==> src/wsw_consts.vh <==
// Register offsets, field positions, reset values and timing counts for the watchdog/sleep block
`ifndef WSW_CONSTS_VH
`define WSW_CONSTS_VH
// APB byte addresses: printed 0x81 is not word aligned, so index times four
`define WSW_IDX_OPTION      16'h0081
`define WSW_IDX_CONFIG      16'h2007
`define WSW_IDX_STATUS      16'h0003
`define WSW_IDX_IRQCTL      16'h000b
`define WSW_IDX_CTRL        16'h0010
`define WSW_ADDR_OPTION     18'h00204
`define WSW_ADDR_CONFIG     18'h0801c
`define WSW_ADDR_STATUS     18'h0000c
`define WSW_ADDR_IRQCTL     18'h0002c
`define WSW_ADDR_CTRL       18'h00040
// Option register fields
`define WSW_OPT_PSA         3
`define WSW_OPT_RST         8'hff
// Configuration word fields
`define WSW_CFG_WDTEN       2
`define WSW_CFG_OSC_HI      1
`define WSW_CFG_OSC_LO      0
`define WSW_CFG_RST         8'hff
`define WSW_OSC_RC          2'h3
// Status fields (active-low flags)
`define WSW_ST_TO           4
`define WSW_ST_PD           3
// Interrupt control fields
`define WSW_IC_GIE          7
`define WSW_IC_RST          8'h00
// Control register fields (wake enables)
`define WSW_CT_INTE         0
`define WSW_CT_RBIE         1
`define WSW_CT_CMIE         2
// Timing
`define WSW_WDT_PERIOD_US   18000
`define WSW_WDT_OSC_KHZ     14
`define WSW_WDT_BASE_TICKS  ((`WSW_WDT_PERIOD_US * `WSW_WDT_OSC_KHZ) / 1000)
`define WSW_OST_TOSC        1024
`define WSW_IRQ_VECTOR      13'h0004
`endif

==> src/wsw_watchdog_sleep.v <==
// Watchdog timer with sleep entry and wake-up control behind an APB slave
// What this block does
// - Watchdog counts on its own RC oscillator tick, also during sleep.
// - Time-out while running gives a full internal device reset.
// - Time-out while asleep wakes the device and execution resumes.
// - Enable fuse bit 2 of configuration word clear disables the watchdog.
// - Without prescaler the time-out is nominally 18 ms of watchdog clock.
// - Option register can assign the prescaler, dividing up to 1:128.
// - Kick or sleep clears counter and assigned prescaler.
// - Any watchdog time-out clears the active-low expired flag.
// - Sleep clears watchdog, clears power-down flag, sets expired flag, stops oscillator.
// - Pins hold their pre-sleep drive state while asleep.
// - Watchdog reset never drives the master clear pin low.
// - Sleep exits on master clear, watchdog, or enabled interrupt sources.
// - Power-down flag set at power-up, cleared by sleep.
// - Only individual enables gate wake; global enable is ignored.
// - Interrupt wake runs next instruction, then vectors 0004h if global enabled.
// - Pending enabled interrupt at sleep wakes at once after sleep completes.
// - Every wake-up clears the watchdog counter.
// - Crystal modes wait 1024 oscillator periods on wake; RC mode does not.
// - Global enable is bit 7 of the interrupt control register.
`timescale 1ns/1ps
`default_nettype none
`include "wsw_consts.vh"
module wsw_watchdog_sleep #(
  parameter [15:0] WDT_TICKS = `WSW_WDT_BASE_TICKS,
  parameter [10:0] OST_CYCLES = `WSW_OST_TOSC
) (
  input  wire        clk_sys,
  input  wire        rst_n,
  input  wire        psel,
  input  wire        penable,
  input  wire        pwrite,
  input  wire [17:0] paddr,
  input  wire [31:0] pwdata,
  output reg         pready,
  output reg  [31:0] prdata,
  output reg         pslverr,
  input  wire        wdtOscTick,
  input  wire        kickInstruction,
  input  wire        sleepInstruction,
  input  wire        edgeIrqFlag,
  input  wire        portChangeFlag,
  input  wire        comparatorFlag,
  input  wire        masterClearPinN,
  input  wire [12:0] pinOutCore,
  input  wire [12:0] pinOeCore,
  output reg  [12:0] pinOut,
  output reg  [12:0] pinOe,
  output reg         deviceReset,
  output reg         oscDriverOn,
  output reg         coreRun,
  output reg         wakePulse,
  output reg         vectorBranch,
  output reg  [12:0] vectorAddr,
  output reg         asleep
);

  localparam [1:0] ST_RUN   = 2'h0;
  localparam [1:0] ST_SLEEP = 2'h1;
  localparam [1:0] ST_OST   = 2'h2;

  // Two-flop synchronisers for the pin-side inputs
  reg [1:0] tickSync_q;
  reg [1:0] mclrSync_q;
  reg       tickSeen_q;
  wire      tickRise = tickSync_q[1] & ~tickSeen_q;

  reg [7:0]  optionCtl_q;
  reg [7:0]  configWord_q;
  reg [7:0]  irqControlReg_q;
  reg [2:0]  wakeEnable_q;
  reg        dogExpiredN_q;
  reg        powerDownN_q;
  reg [15:0] watchdogCounter_q;
  reg [6:0]  prescale_q;
  reg [1:0]  state_q;
  reg [10:0] ostCount_q;
  reg        vectorPend_q;

  wire watchdogEnableFuse = configWord_q[`WSW_CFG_WDTEN];
  wire prescalerAssign    = optionCtl_q[`WSW_OPT_PSA];
  wire [2:0] prescaleRatio = optionCtl_q[2:0];
  wire globalIrqAllow     = irqControlReg_q[`WSW_IC_GIE];
  wire rcMode = (configWord_q[`WSW_CFG_OSC_HI:`WSW_CFG_OSC_LO] == `WSW_OSC_RC);

  // Pending source gated by its own enable only, never by global enable
  wire irqWake = (edgeIrqFlag & wakeEnable_q[`WSW_CT_INTE]) |
                 (portChangeFlag & wakeEnable_q[`WSW_CT_RBIE]) |
                 (comparatorFlag & wakeEnable_q[`WSW_CT_CMIE]);

  function prescaleDone;
    input [6:0] cnt;
    input [2:0] ratio;
    begin
      prescaleDone = (cnt == ((7'h01 << ratio) - 7'h01));
    end
  endfunction

  // Address decode shared by the write path and the error response
  function addrMapped;
    input [17:0] a;
    begin
      addrMapped = (a == `WSW_ADDR_OPTION) || (a == `WSW_ADDR_CONFIG) ||
                   (a == `WSW_ADDR_IRQCTL) || (a == `WSW_ADDR_CTRL) ||
                   (a == `WSW_ADDR_STATUS);
    end
  endfunction

  // Watchdog wake never vectors, only an interrupt wake with global enable
  wire vectorWake = irqWake & ~timeOut & globalIrqAllow;

  wire baseDone = (watchdogCounter_q == WDT_TICKS - 16'h0001);
  wire postDone = ~prescalerAssign | prescaleDone(prescale_q, prescaleRatio);
  wire timeOut  = watchdogEnableFuse & tickRise & baseDone & postDone;

  wire apbWrite = psel & penable & pwrite;
  wire clearDog = kickInstruction | (sleepInstruction & state_q == ST_RUN);
  wire wakeNow  = (state_q == ST_SLEEP) & (timeOut | irqWake);

  // RC tick crosses in through two flops before the edge detect reads it
  always @(posedge clk_sys) begin
    if (!rst_n) begin
      tickSync_q <= 2'h0;
    end else begin
      tickSync_q <= {tickSync_q[0], wdtOscTick};
    end
  end

  // Idle level of the tick is low, so no false edge follows reset
  always @(posedge clk_sys) begin
    if (!rst_n) begin
      tickSeen_q <= 1'b0;
    end else begin
      tickSeen_q <= tickSync_q[1];
    end
  end

  // Master clear idles high; reset to high avoids a spurious clear
  always @(posedge clk_sys) begin
    if (!rst_n) begin
      mclrSync_q <= 2'h3;
    end else begin
      mclrSync_q <= {mclrSync_q[0], masterClearPinN};
    end
  end

  // Watchdog counter and prescaler
  always @(posedge clk_sys) begin
    if (!rst_n || !mclrSync_q[1]) begin
      watchdogCounter_q <= 16'h0000;
      prescale_q <= 7'h00;
    end else if (clearDog || wakeNow || timeOut) begin
      watchdogCounter_q <= 16'h0000;
      prescale_q <= 7'h00;
    end else if (watchdogEnableFuse && tickRise) begin
      // Counter keeps running in sleep: it only needs the RC tick
      if (baseDone) begin
        watchdogCounter_q <= 16'h0000;
        prescale_q <= prescale_q + 7'h01;
      end else begin
        watchdogCounter_q <= watchdogCounter_q + 16'h0001;
      end
    end
  end

  // Status flags: a time-out in the same cycle as a kick still counts
  always @(posedge clk_sys) begin
    if (!rst_n) begin
      dogExpiredN_q <= 1'b1;
      powerDownN_q <= 1'b1;
    end else if (!mclrSync_q[1]) begin
      dogExpiredN_q <= 1'b1;
    end else begin
      if (timeOut)
        dogExpiredN_q <= 1'b0;
      else if (clearDog)
        dogExpiredN_q <= 1'b1;
      if (sleepInstruction && state_q == ST_RUN && !timeOut)
        powerDownN_q <= 1'b0;
      else if (kickInstruction)
        powerDownN_q <= 1'b1;
    end
  end

  // Sleep state machine
  always @(posedge clk_sys) begin
    if (!rst_n) begin
      state_q <= ST_RUN;
      ostCount_q <= 11'h000;
      vectorPend_q <= 1'b0;
      oscDriverOn <= 1'b1;
      coreRun <= 1'b1;
      wakePulse <= 1'b0;
      vectorBranch <= 1'b0;
      vectorAddr <= 13'h0000;
      deviceReset <= 1'b0;
      asleep <= 1'b0;
    end else begin
      wakePulse <= 1'b0;
      vectorBranch <= 1'b0;
      vectorAddr <= 13'h0000;
      deviceReset <= 1'b0;
      if (!mclrSync_q[1]) begin
        // External clear always resets, also out of sleep
        state_q <= ST_RUN;
        vectorPend_q <= 1'b0;
        deviceReset <= 1'b1;
        oscDriverOn <= 1'b1;
        coreRun <= 1'b1;
        asleep <= 1'b0;
      end else begin
        case (state_q)
          ST_RUN: begin
            if (timeOut) begin
              deviceReset <= 1'b1;
            end else if (sleepInstruction) begin
              oscDriverOn <= 1'b0;
              coreRun <= 1'b0;
              asleep <= 1'b1;
              state_q <= ST_SLEEP;
            end
          end
          ST_SLEEP: begin
            if (wakeNow) begin
              oscDriverOn <= 1'b1;
              ostCount_q <= 11'h000;
              // Vector decision stays pending until the core resumes
              vectorPend_q <= vectorWake;
              if (rcMode) begin
                state_q <= ST_RUN;
                coreRun <= 1'b1;
                asleep <= 1'b0;
                wakePulse <= 1'b1;
                vectorBranch <= vectorWake;
                vectorAddr <= vectorWake ? `WSW_IRQ_VECTOR : 13'h0000;
              end else begin
                state_q <= ST_OST;
              end
            end
          end
          ST_OST: begin
            // Address shows only with the branch pulse, as the core takes it then
            if (ostCount_q == OST_CYCLES - 11'h001) begin
              state_q <= ST_RUN;
              coreRun <= 1'b1;
              asleep <= 1'b0;
              wakePulse <= 1'b1;
              vectorBranch <= vectorPend_q;
              vectorAddr <= vectorPend_q ? `WSW_IRQ_VECTOR : 13'h0000;
            end else begin
              ostCount_q <= ostCount_q + 11'h001;
            end
          end
          default: state_q <= ST_RUN;
        endcase
      end
    end
  end

  // Pins track the core while awake and freeze while asleep
  always @(posedge clk_sys) begin
    if (!rst_n) begin
      pinOut <= 13'h0000;
      pinOe <= 13'h0000;
    end else if (state_q == ST_RUN && !(sleepInstruction)) begin
      pinOut <= pinOutCore;
      pinOe <= pinOeCore;
    end
  end

  // APB register file
  always @(posedge clk_sys) begin
    if (!rst_n) begin
      optionCtl_q <= `WSW_OPT_RST;
      configWord_q <= `WSW_CFG_RST;
      irqControlReg_q <= `WSW_IC_RST;
      wakeEnable_q <= 3'h0;
    end else if (apbWrite && addrMapped(paddr)) begin
      case (paddr)
        `WSW_ADDR_OPTION: optionCtl_q <= pwdata[7:0];
        `WSW_ADDR_CONFIG: configWord_q <= pwdata[7:0];
        `WSW_ADDR_IRQCTL: irqControlReg_q <= pwdata[7:0];
        `WSW_ADDR_CTRL: wakeEnable_q <= pwdata[2:0];
        default: ;
      endcase
    end
  end

  // Zero-wait slave: ready in the access cycle, data registered in setup
  always @(posedge clk_sys) begin
    if (!rst_n) begin
      pready <= 1'b0;
      prdata <= 32'h00000000;
      pslverr <= 1'b0;
    end else begin
      pready <= psel & ~penable;
      pslverr <= 1'b0;
      prdata <= 32'h00000000;
      if (psel && !penable) begin
        // Unmapped words answer with an error and read as zero
        pslverr <= ~addrMapped(paddr);
        case (paddr)
          `WSW_ADDR_OPTION: prdata <= {24'h000000, optionCtl_q};
          `WSW_ADDR_CONFIG: prdata <= {24'h000000, configWord_q};
          `WSW_ADDR_IRQCTL: prdata <= {24'h000000, irqControlReg_q};
          `WSW_ADDR_CTRL:   prdata <= {29'h00000000, wakeEnable_q};
          `WSW_ADDR_STATUS: prdata <= {27'h0000000, dogExpiredN_q, powerDownN_q, 3'h0};
          default:          ;
        endcase
      end
    end
  end

endmodule // wsw_watchdog_sleep
`default_nettype wire

==> config.mk <==
export PLATFORM = sky130hd
export DESIGN_NAME = wsw_watchdog_sleep
export DESIGN_NICKNAME = d
export VERILOG_FILES = /design/src/wsw_watchdog_sleep.v
export VERILOG_INCLUDE_DIRS = /design/src
export SDC_FILE = /design/constraint.sdc
export NUM_CORES = 1
export LEC_CHECK = 0
export BUFFER_PORTS_ARGS = -buffer_cell sky130_fd_sc_hd__buf_2
export CELL_PAD_IN_SITES_DETAIL_PLACEMENT = 0
export CELL_PAD_IN_SITES_GLOBAL_PLACEMENT = 2
export CORE_MARGIN = 10
export CORE_UTILIZATION = 31
export CTS_BUF_LIST = sky130_fd_sc_hd__clkbuf_8 sky130_fd_sc_hd__clkbuf_16
export DETAILED_ROUTE_END_ITERATION = 10
export PLACE_DENSITY = 0.95
export SETUP_SLACK_MARGIN = 0.02
export SLEW_MARGIN = 5
export SYNTH_ARGS = -nofsm -noshare
export SYNTH_HDL_FRONTEND = slang
export SYNTH_SLANG_ARGS = --single-unit
==> constraint.sdc <==
create_clock -name clk_sys -period 9.2 [get_ports clk_sys]
set_input_delay 0.46 -clock clk_sys [delete_from_list [all_inputs] [get_ports clk_sys]]
set_output_delay 0.46 -clock clk_sys [all_outputs]
set_load 0.01 [all_outputs]
== After elaboration in Yosys (flattened, before gate mapping) ==
Index checks and enable logic that the tools add are counted.

* Flip-flop bits (word level): 150
* Bits of input ports: 88
* Word-level logic and storage cells: 156

* $add $sub $neg: 4
* Eq/ne operators: 17
* Shift-type cells: 1
* Multiplexer cells: 46
* Bitwise operators: 24
* Reductions and logical operators: 38

{| class="wikitable"
|+ Operators with widths
! cell !! number
|-
| $pmux 8 s5 || 1
|-
| $mux 1 || 24
|-
| $mux 11 || 2
|-
| $pmux 11 s2 || 1
|-
| $eq 18x10->1 const B || 1
|-
| $eq 18x16->1 const B || 1
|-
| $eq 18x4->1 const B || 1
|-
| $eq 18x6->1 const B || 1
|-
| $eq 18x7->1 const B || 1
|-
| $reduce_and 2->1 || 9
|-
| $add 16x1->16 const B || 1
|-
| $eq 16x8->1 const B || 1
|-
| $mux 16 || 1
|-
| $mux 3 || 5
|-
| $and 1x1->1 || 14
|-
| $ne 2x2->1 const B || 6
|-
| $reduce_and 4->1 || 3
|-
| $add 11x1->11 const B || 1
|-
| $eq 11x10->1 const B || 1
|-
| $mux 2 || 5
|-
| $reduce_bool 2->1 || 4
|-
| $add 7x1->7 const B || 1
|-
| $eq 7x7->1 || 1
|-
| $logic_or 1x1->1 || 7
|-
| other kinds (16) || 37
|}

== Depth between registers and ports, before layout ==
* Depth after elaboration: 12
* Gate-level depth with buffers: 13
* Gate-level depth less buffers: 10

== Worst setup path after synthesis ==
No wires, ideal clock.

* Path type: reg2reg
* Start: reg optionCtl_q[1]
* End: reg ostCount_q[7]
* Library setup time: 0.072 ns
* Arrival: 2.920 ns
* Data required time: 9.128 ns
* Path slack: 6.208 ns
* Cell stages (with the launch flop): 12
* Period minus slack after synthesis: 2.992 ns
* Cell sequence: dfxtp_1 > buf_2 > or3_1 > ha_1 > nor2b_1 > nor4b_1 > o311ai_0 > a311oi_2 > o21ai_2 > buf_6 > or4_1 > a21oi_1

* Longest elaborated chain between the ends: 9

{| class="wikitable"
|+ RTL lines
! what !! line !! RTL
|-
| start: declaration || wsw_watchdog_sleep.v:69 || <nowiki>reg [7:0] optionCtl_q;</nowiki>
|-
| start signal: assignment || wsw_watchdog_sleep.v:275 || <nowiki>optionCtl_q <= `WSW_OPT_RST;</nowiki>
|-
| start signal: assignment || wsw_watchdog_sleep.v:281 || <nowiki>`WSW_ADDR_OPTION: optionCtl_q <= pwdata[7:0];</nowiki>
|-
| $shl 1x3->7 || wsw_watchdog_sleep.v:96 || <nowiki>prescaleDone = (cnt == ((7'h01 << ratio) - 7'h01));</nowiki>
|-
| $sub 7x1->7 || wsw_watchdog_sleep.v:96 ||
|-
| $eq 7x7->1 || wsw_watchdog_sleep.v:96 ||
|-
| $or 1x1->1 || wsw_watchdog_sleep.v:114 || <nowiki>wire postDone = ~prescalerAssign | prescaleDone(prescale_q, prescaleRatio);</nowiki>
|-
| $and 1x1->1 || wsw_watchdog_sleep.v:115 || <nowiki>wire timeOut = watchdogEnableFuse & tickRise & baseDone & postDone;</nowiki>
|-
| $or 1x1->1 || wsw_watchdog_sleep.v:119 || <nowiki>wire wakeNow = (state_q == ST_SLEEP) & (timeOut | irqWake);</nowiki>
|-
| $and 1x1->1 || wsw_watchdog_sleep.v:119 ||
|-
| $ne 2x2->1 (no source line) || n/a ||
|-
| $reduce_and 4->1 (no source line) || n/a ||
|-
| end signal: assignment || wsw_watchdog_sleep.v:252 || <nowiki>ostCount_q <= ostCount_q + 11'h001;</nowiki>
|-
| end: declaration || wsw_watchdog_sleep.v:78 || <nowiki>reg [10:0] ostCount_q;</nowiki>
|}

Every way passes these cells.
A chain may end at the register's enable or synchronous reset.

== Final worst setup path ==
* Start: reg optionCtl_q[1]
* End: reg ostCount_q[2]

The elaborated chain is that of the path after synthesis.

==> impl_metrics.yaml <==
run_status:
  outcome: "complete, no violations"
critical_path:
  critPathLaunchType: "register"
  r2r-end: "ostCount_q[2]$_SDFFE_PN0P_"
  critical_path_required_ps: 9540
  regToRegSetupSlack_ps: 5710
  crit_type: "register to register"
  critPathMaxFanout: 22
  r2r-start: "optionCtl_q[1]$_SDFFE_PN1P_"
  endpoint_kind: "register"
  endpoint: "ostCount_q[2]$_SDFFE_PN0P_"
  startpoint: "optionCtl_q[1]$_SDFFE_PN1P_"
  r2r_cells: 9
  critPathArrivalTime_ps: 3820
sta:
  drv_slew: 0
  tightest_slew_ps: 1103
  min_period_ps: 3488
  slew_headroom: 0.2629
  hold_violations: 0
  fin_tns_setup_ps: 0
  rsz0062_at_grt: "no"
  fin_ws_ps: 5712
  finClkSkew_ps: 7.309
  fin_crit_sh: 0.3792
  holdWs_ps: 217.8
  setup_violations: 0
  max_freq_mhz: 286.7
route:
  wl_um: 13760
  vias: 4414
  drt_iter0_markers: 252
  via_per_inst: 4.671
  postRouteAntennaNets: 0
  wl_per_cell_um: 14.57
  firstDrtPassIters: 4
  drcViolationCount: 0
power_and_ir_drop:
  combinationalPowerShare: 0.081
  p_switching_mw: 0.3166
  pwr-share-clk: 0.505
  sequentialPowerShare: 0.415
  leakagePower_nw: 2.507
  internal_power_mw: 0.9101
  power.density_nw_per_um2: 192.1
  swShare: 0.2581
  ir_drop_uv: 135.6
logic_synthesis:
  ys_async_sr_fraction: 0
  ys_types: 54
  netlist_instances: 612
  ys_seq_area_frac: 0.4303
  synth_top_area_cell: "dfxtp_1"
  synth_edf_count: 0
  synth-seq-cells: 113
  yosys_warnings: 0
  synthTopCellsByArea: "dfxtp_1, nand2_1, buf_4"
  synthTopCellsByCount: "dfxtp_1, nand2_1, nor2_1, buf_4, a21boi_0"
  synth_area_per_cell_um2: 8.591
  synth_most_common_cell: "dfxtp_1"
  syn_area_um2: 5258
  yosys.area.top_type_share: 0.4303
  synth_top_flop_cell: "dfxtp_1"
die:
  io_pins: 167
  fp-row-count: 47
  chipWidth_um: 150.2
  die_h_um: 150.2
  core_area_um2: 16580
  initial_core_util: 0.3170
  dieArea_um2: 22570
min_path:
  hp-class: "primary input to register"
place:
  portBuffers: 106
  place_ws_ps: 5683
  gp_congestion: 0.7471
  hpwl_um: 9983
clock_tree:
  cts_inserted_buffers: 17
  cts_setup_buffers: 0
  clkTransAtPathRegs_ps: 60
  cts_root_buffer: "clkbuf_16"
  cts_resized: 0
  clkSinkCount: 113
  postCtsHoldBufs: 0
  cts_buffer_depth: 2
  cts_max_level: 4
  clk_latency_ps: 420
  cts_tree: "done"
cells_and_area:
  register_area_um2: 2262
  multiInputGateArea_um2: 2706
  diodes: 0
  fin_nets: 807
  fillers: 1767
  drive_gt1_frac: 0.2083
  syn_to_final_growth_pct: 21.47
flow_run:
  drv_cap: 0
global_routing:
  grt_overflow: 0
  antenna_found_initial: 0
  grt_pass1_wl_um: 22380
  track_usage: 0.1240
  grt_start_max_net_pins: 70
  grt_pass1_vias: 4320
[logic make-up (layout without fill, tap and decap cells)]
kind of cell | count (synthesis) | count (layout) | share of synthesized area
and+or+nand+nor | 276 | 276 | 0.2604
DFF | 113 | 113 | 0.4303
AOI/OAI and AO/OA | 101 | 101 | 0.1326
buffers and inverters | 70 | 148 | 0.07996
muxes | 23 | 23 | 0.04450
xor gates and xnor gates | 21 | 21 | 0.03498
adders and majority gates | 7 | 7 | 0.01666
other | 1 | 36 | 0.0007133
[layout by cell type, fill, tap and decap left out, types with 9 or more instances in the layout]
cell type / Yosys / routed
buf_2: 3 / 106
a21oi_1: 23 / 23
and2_1: 12 / 12
nand2_1: 112 / 112
mux2i_1: 20 / 20
a21boi_0: 28 / 28
clkbuf_16: 0 / 17
nor2_1: 38 / 38
nor2b_1: 17 / 17
or3_1: 12 / 12
or4_1: 9 / 9
dfxtp_1: 113 / 113
o21ai_0: 14 / 14
conb_1: 1 / 36
xor2_1: 14 / 14
nand3_1: 25 / 25
[final cells by class]
type,count,area share
inverter,6,0.003527
tap,220,0.04310
multi-input combinational,464,0.4238
timing repair buffer,110,0.08777
clock inverter,15,0.02096
clock buffer,17,0.06661
sequential,113,0.3542
[power by group through the flow]
stage | clock network (mW) | registers [mW] | logic, mW
final | 0.619 | 0.509 | 0.0990
after global routing | 0.658 | 0.510 | 0.111
after CTS | 0.635 | 0.509 | 0.0999
after detailed placement | 0 | 0.520 | 0.0996
after global placement | 0 | 0.519 | 0.0998
after floorplan | 0 | 0.524 | 0.0647
[worst max-delay path, stage by stage (launching register included)]
cell,delay (ps)
dfxtp_1,410
or3_1,400
ha_1,280
nor2b_1,180
and2_1,150
o311ai_0,480
a311oi_2,220
o21ai_2,630
o21ai_1,420
a21oi_1,230
[sequential cells by signal, summed over array words and instances, names as in the netlist, 3 cells and up]
signal,count
configWord_q,8
irqControlReg_q,8
optionCtl_q,8
ostCount_q,11
pinOe,13
pinOut,13
prdata,8
prescale_q,7
wakeEnable_q,3
watchdogCounter_q,16
[metal layers]
layer | routed length, µm | GRT usage | vias to the layer above | share of wire
li1 | - | - | 2276 | -
met1 | 6489 | 0.1533 | 2039 | 0.47
met5 | 0 | 0 | - | 0
met3 | 603 | 0.04412 | 9 | 0.044
met2 | 6559 | 0.1975 | 90 | 0.48
met4 | 110 | 0.03936 | 0 | 0.0080
[per-stage QoR]
stage	instances	util	area, µm²	power (mW)
floorplan	647	-	5389	0.5888
global placement	913	0.3514	5827	0.6187
detailed placement	913	0.3514	5827	0.6191
CTS	945	0.3851	6386	1.244
global route	945	0.3851	6386	1.279
finish	945	0.3851	6386	1.227
[worst min-delay path by stage]
stage / start / end / slack, ps / cells after the start
final: masterClearPinN / mclrSync_q[0]$_SDFF_PN1_ / 220 / 2
after global routing: masterClearPinN / mclrSync_q[0]$_SDFF_PN1_ / 220 / 2
after CTS: masterClearPinN / mclrSync_q[0]$_SDFF_PN1_ / 200 / 2
after detailed placement: mclrSync_q[0]$_SDFF_PN1_ / mclrSync_q[1]$_SDFF_PN1_ / 400 / 1
after global placement: mclrSync_q[0]$_SDFF_PN1_ / mclrSync_q[1]$_SDFF_PN1_ / 400 / 1
after floorplan: mclrSync_q[0]$_SDFF_PN1_ / mclrSync_q[1]$_SDFF_PN1_ / 390 / 1
Note: power is estimated with default switching activity, not from simulation.
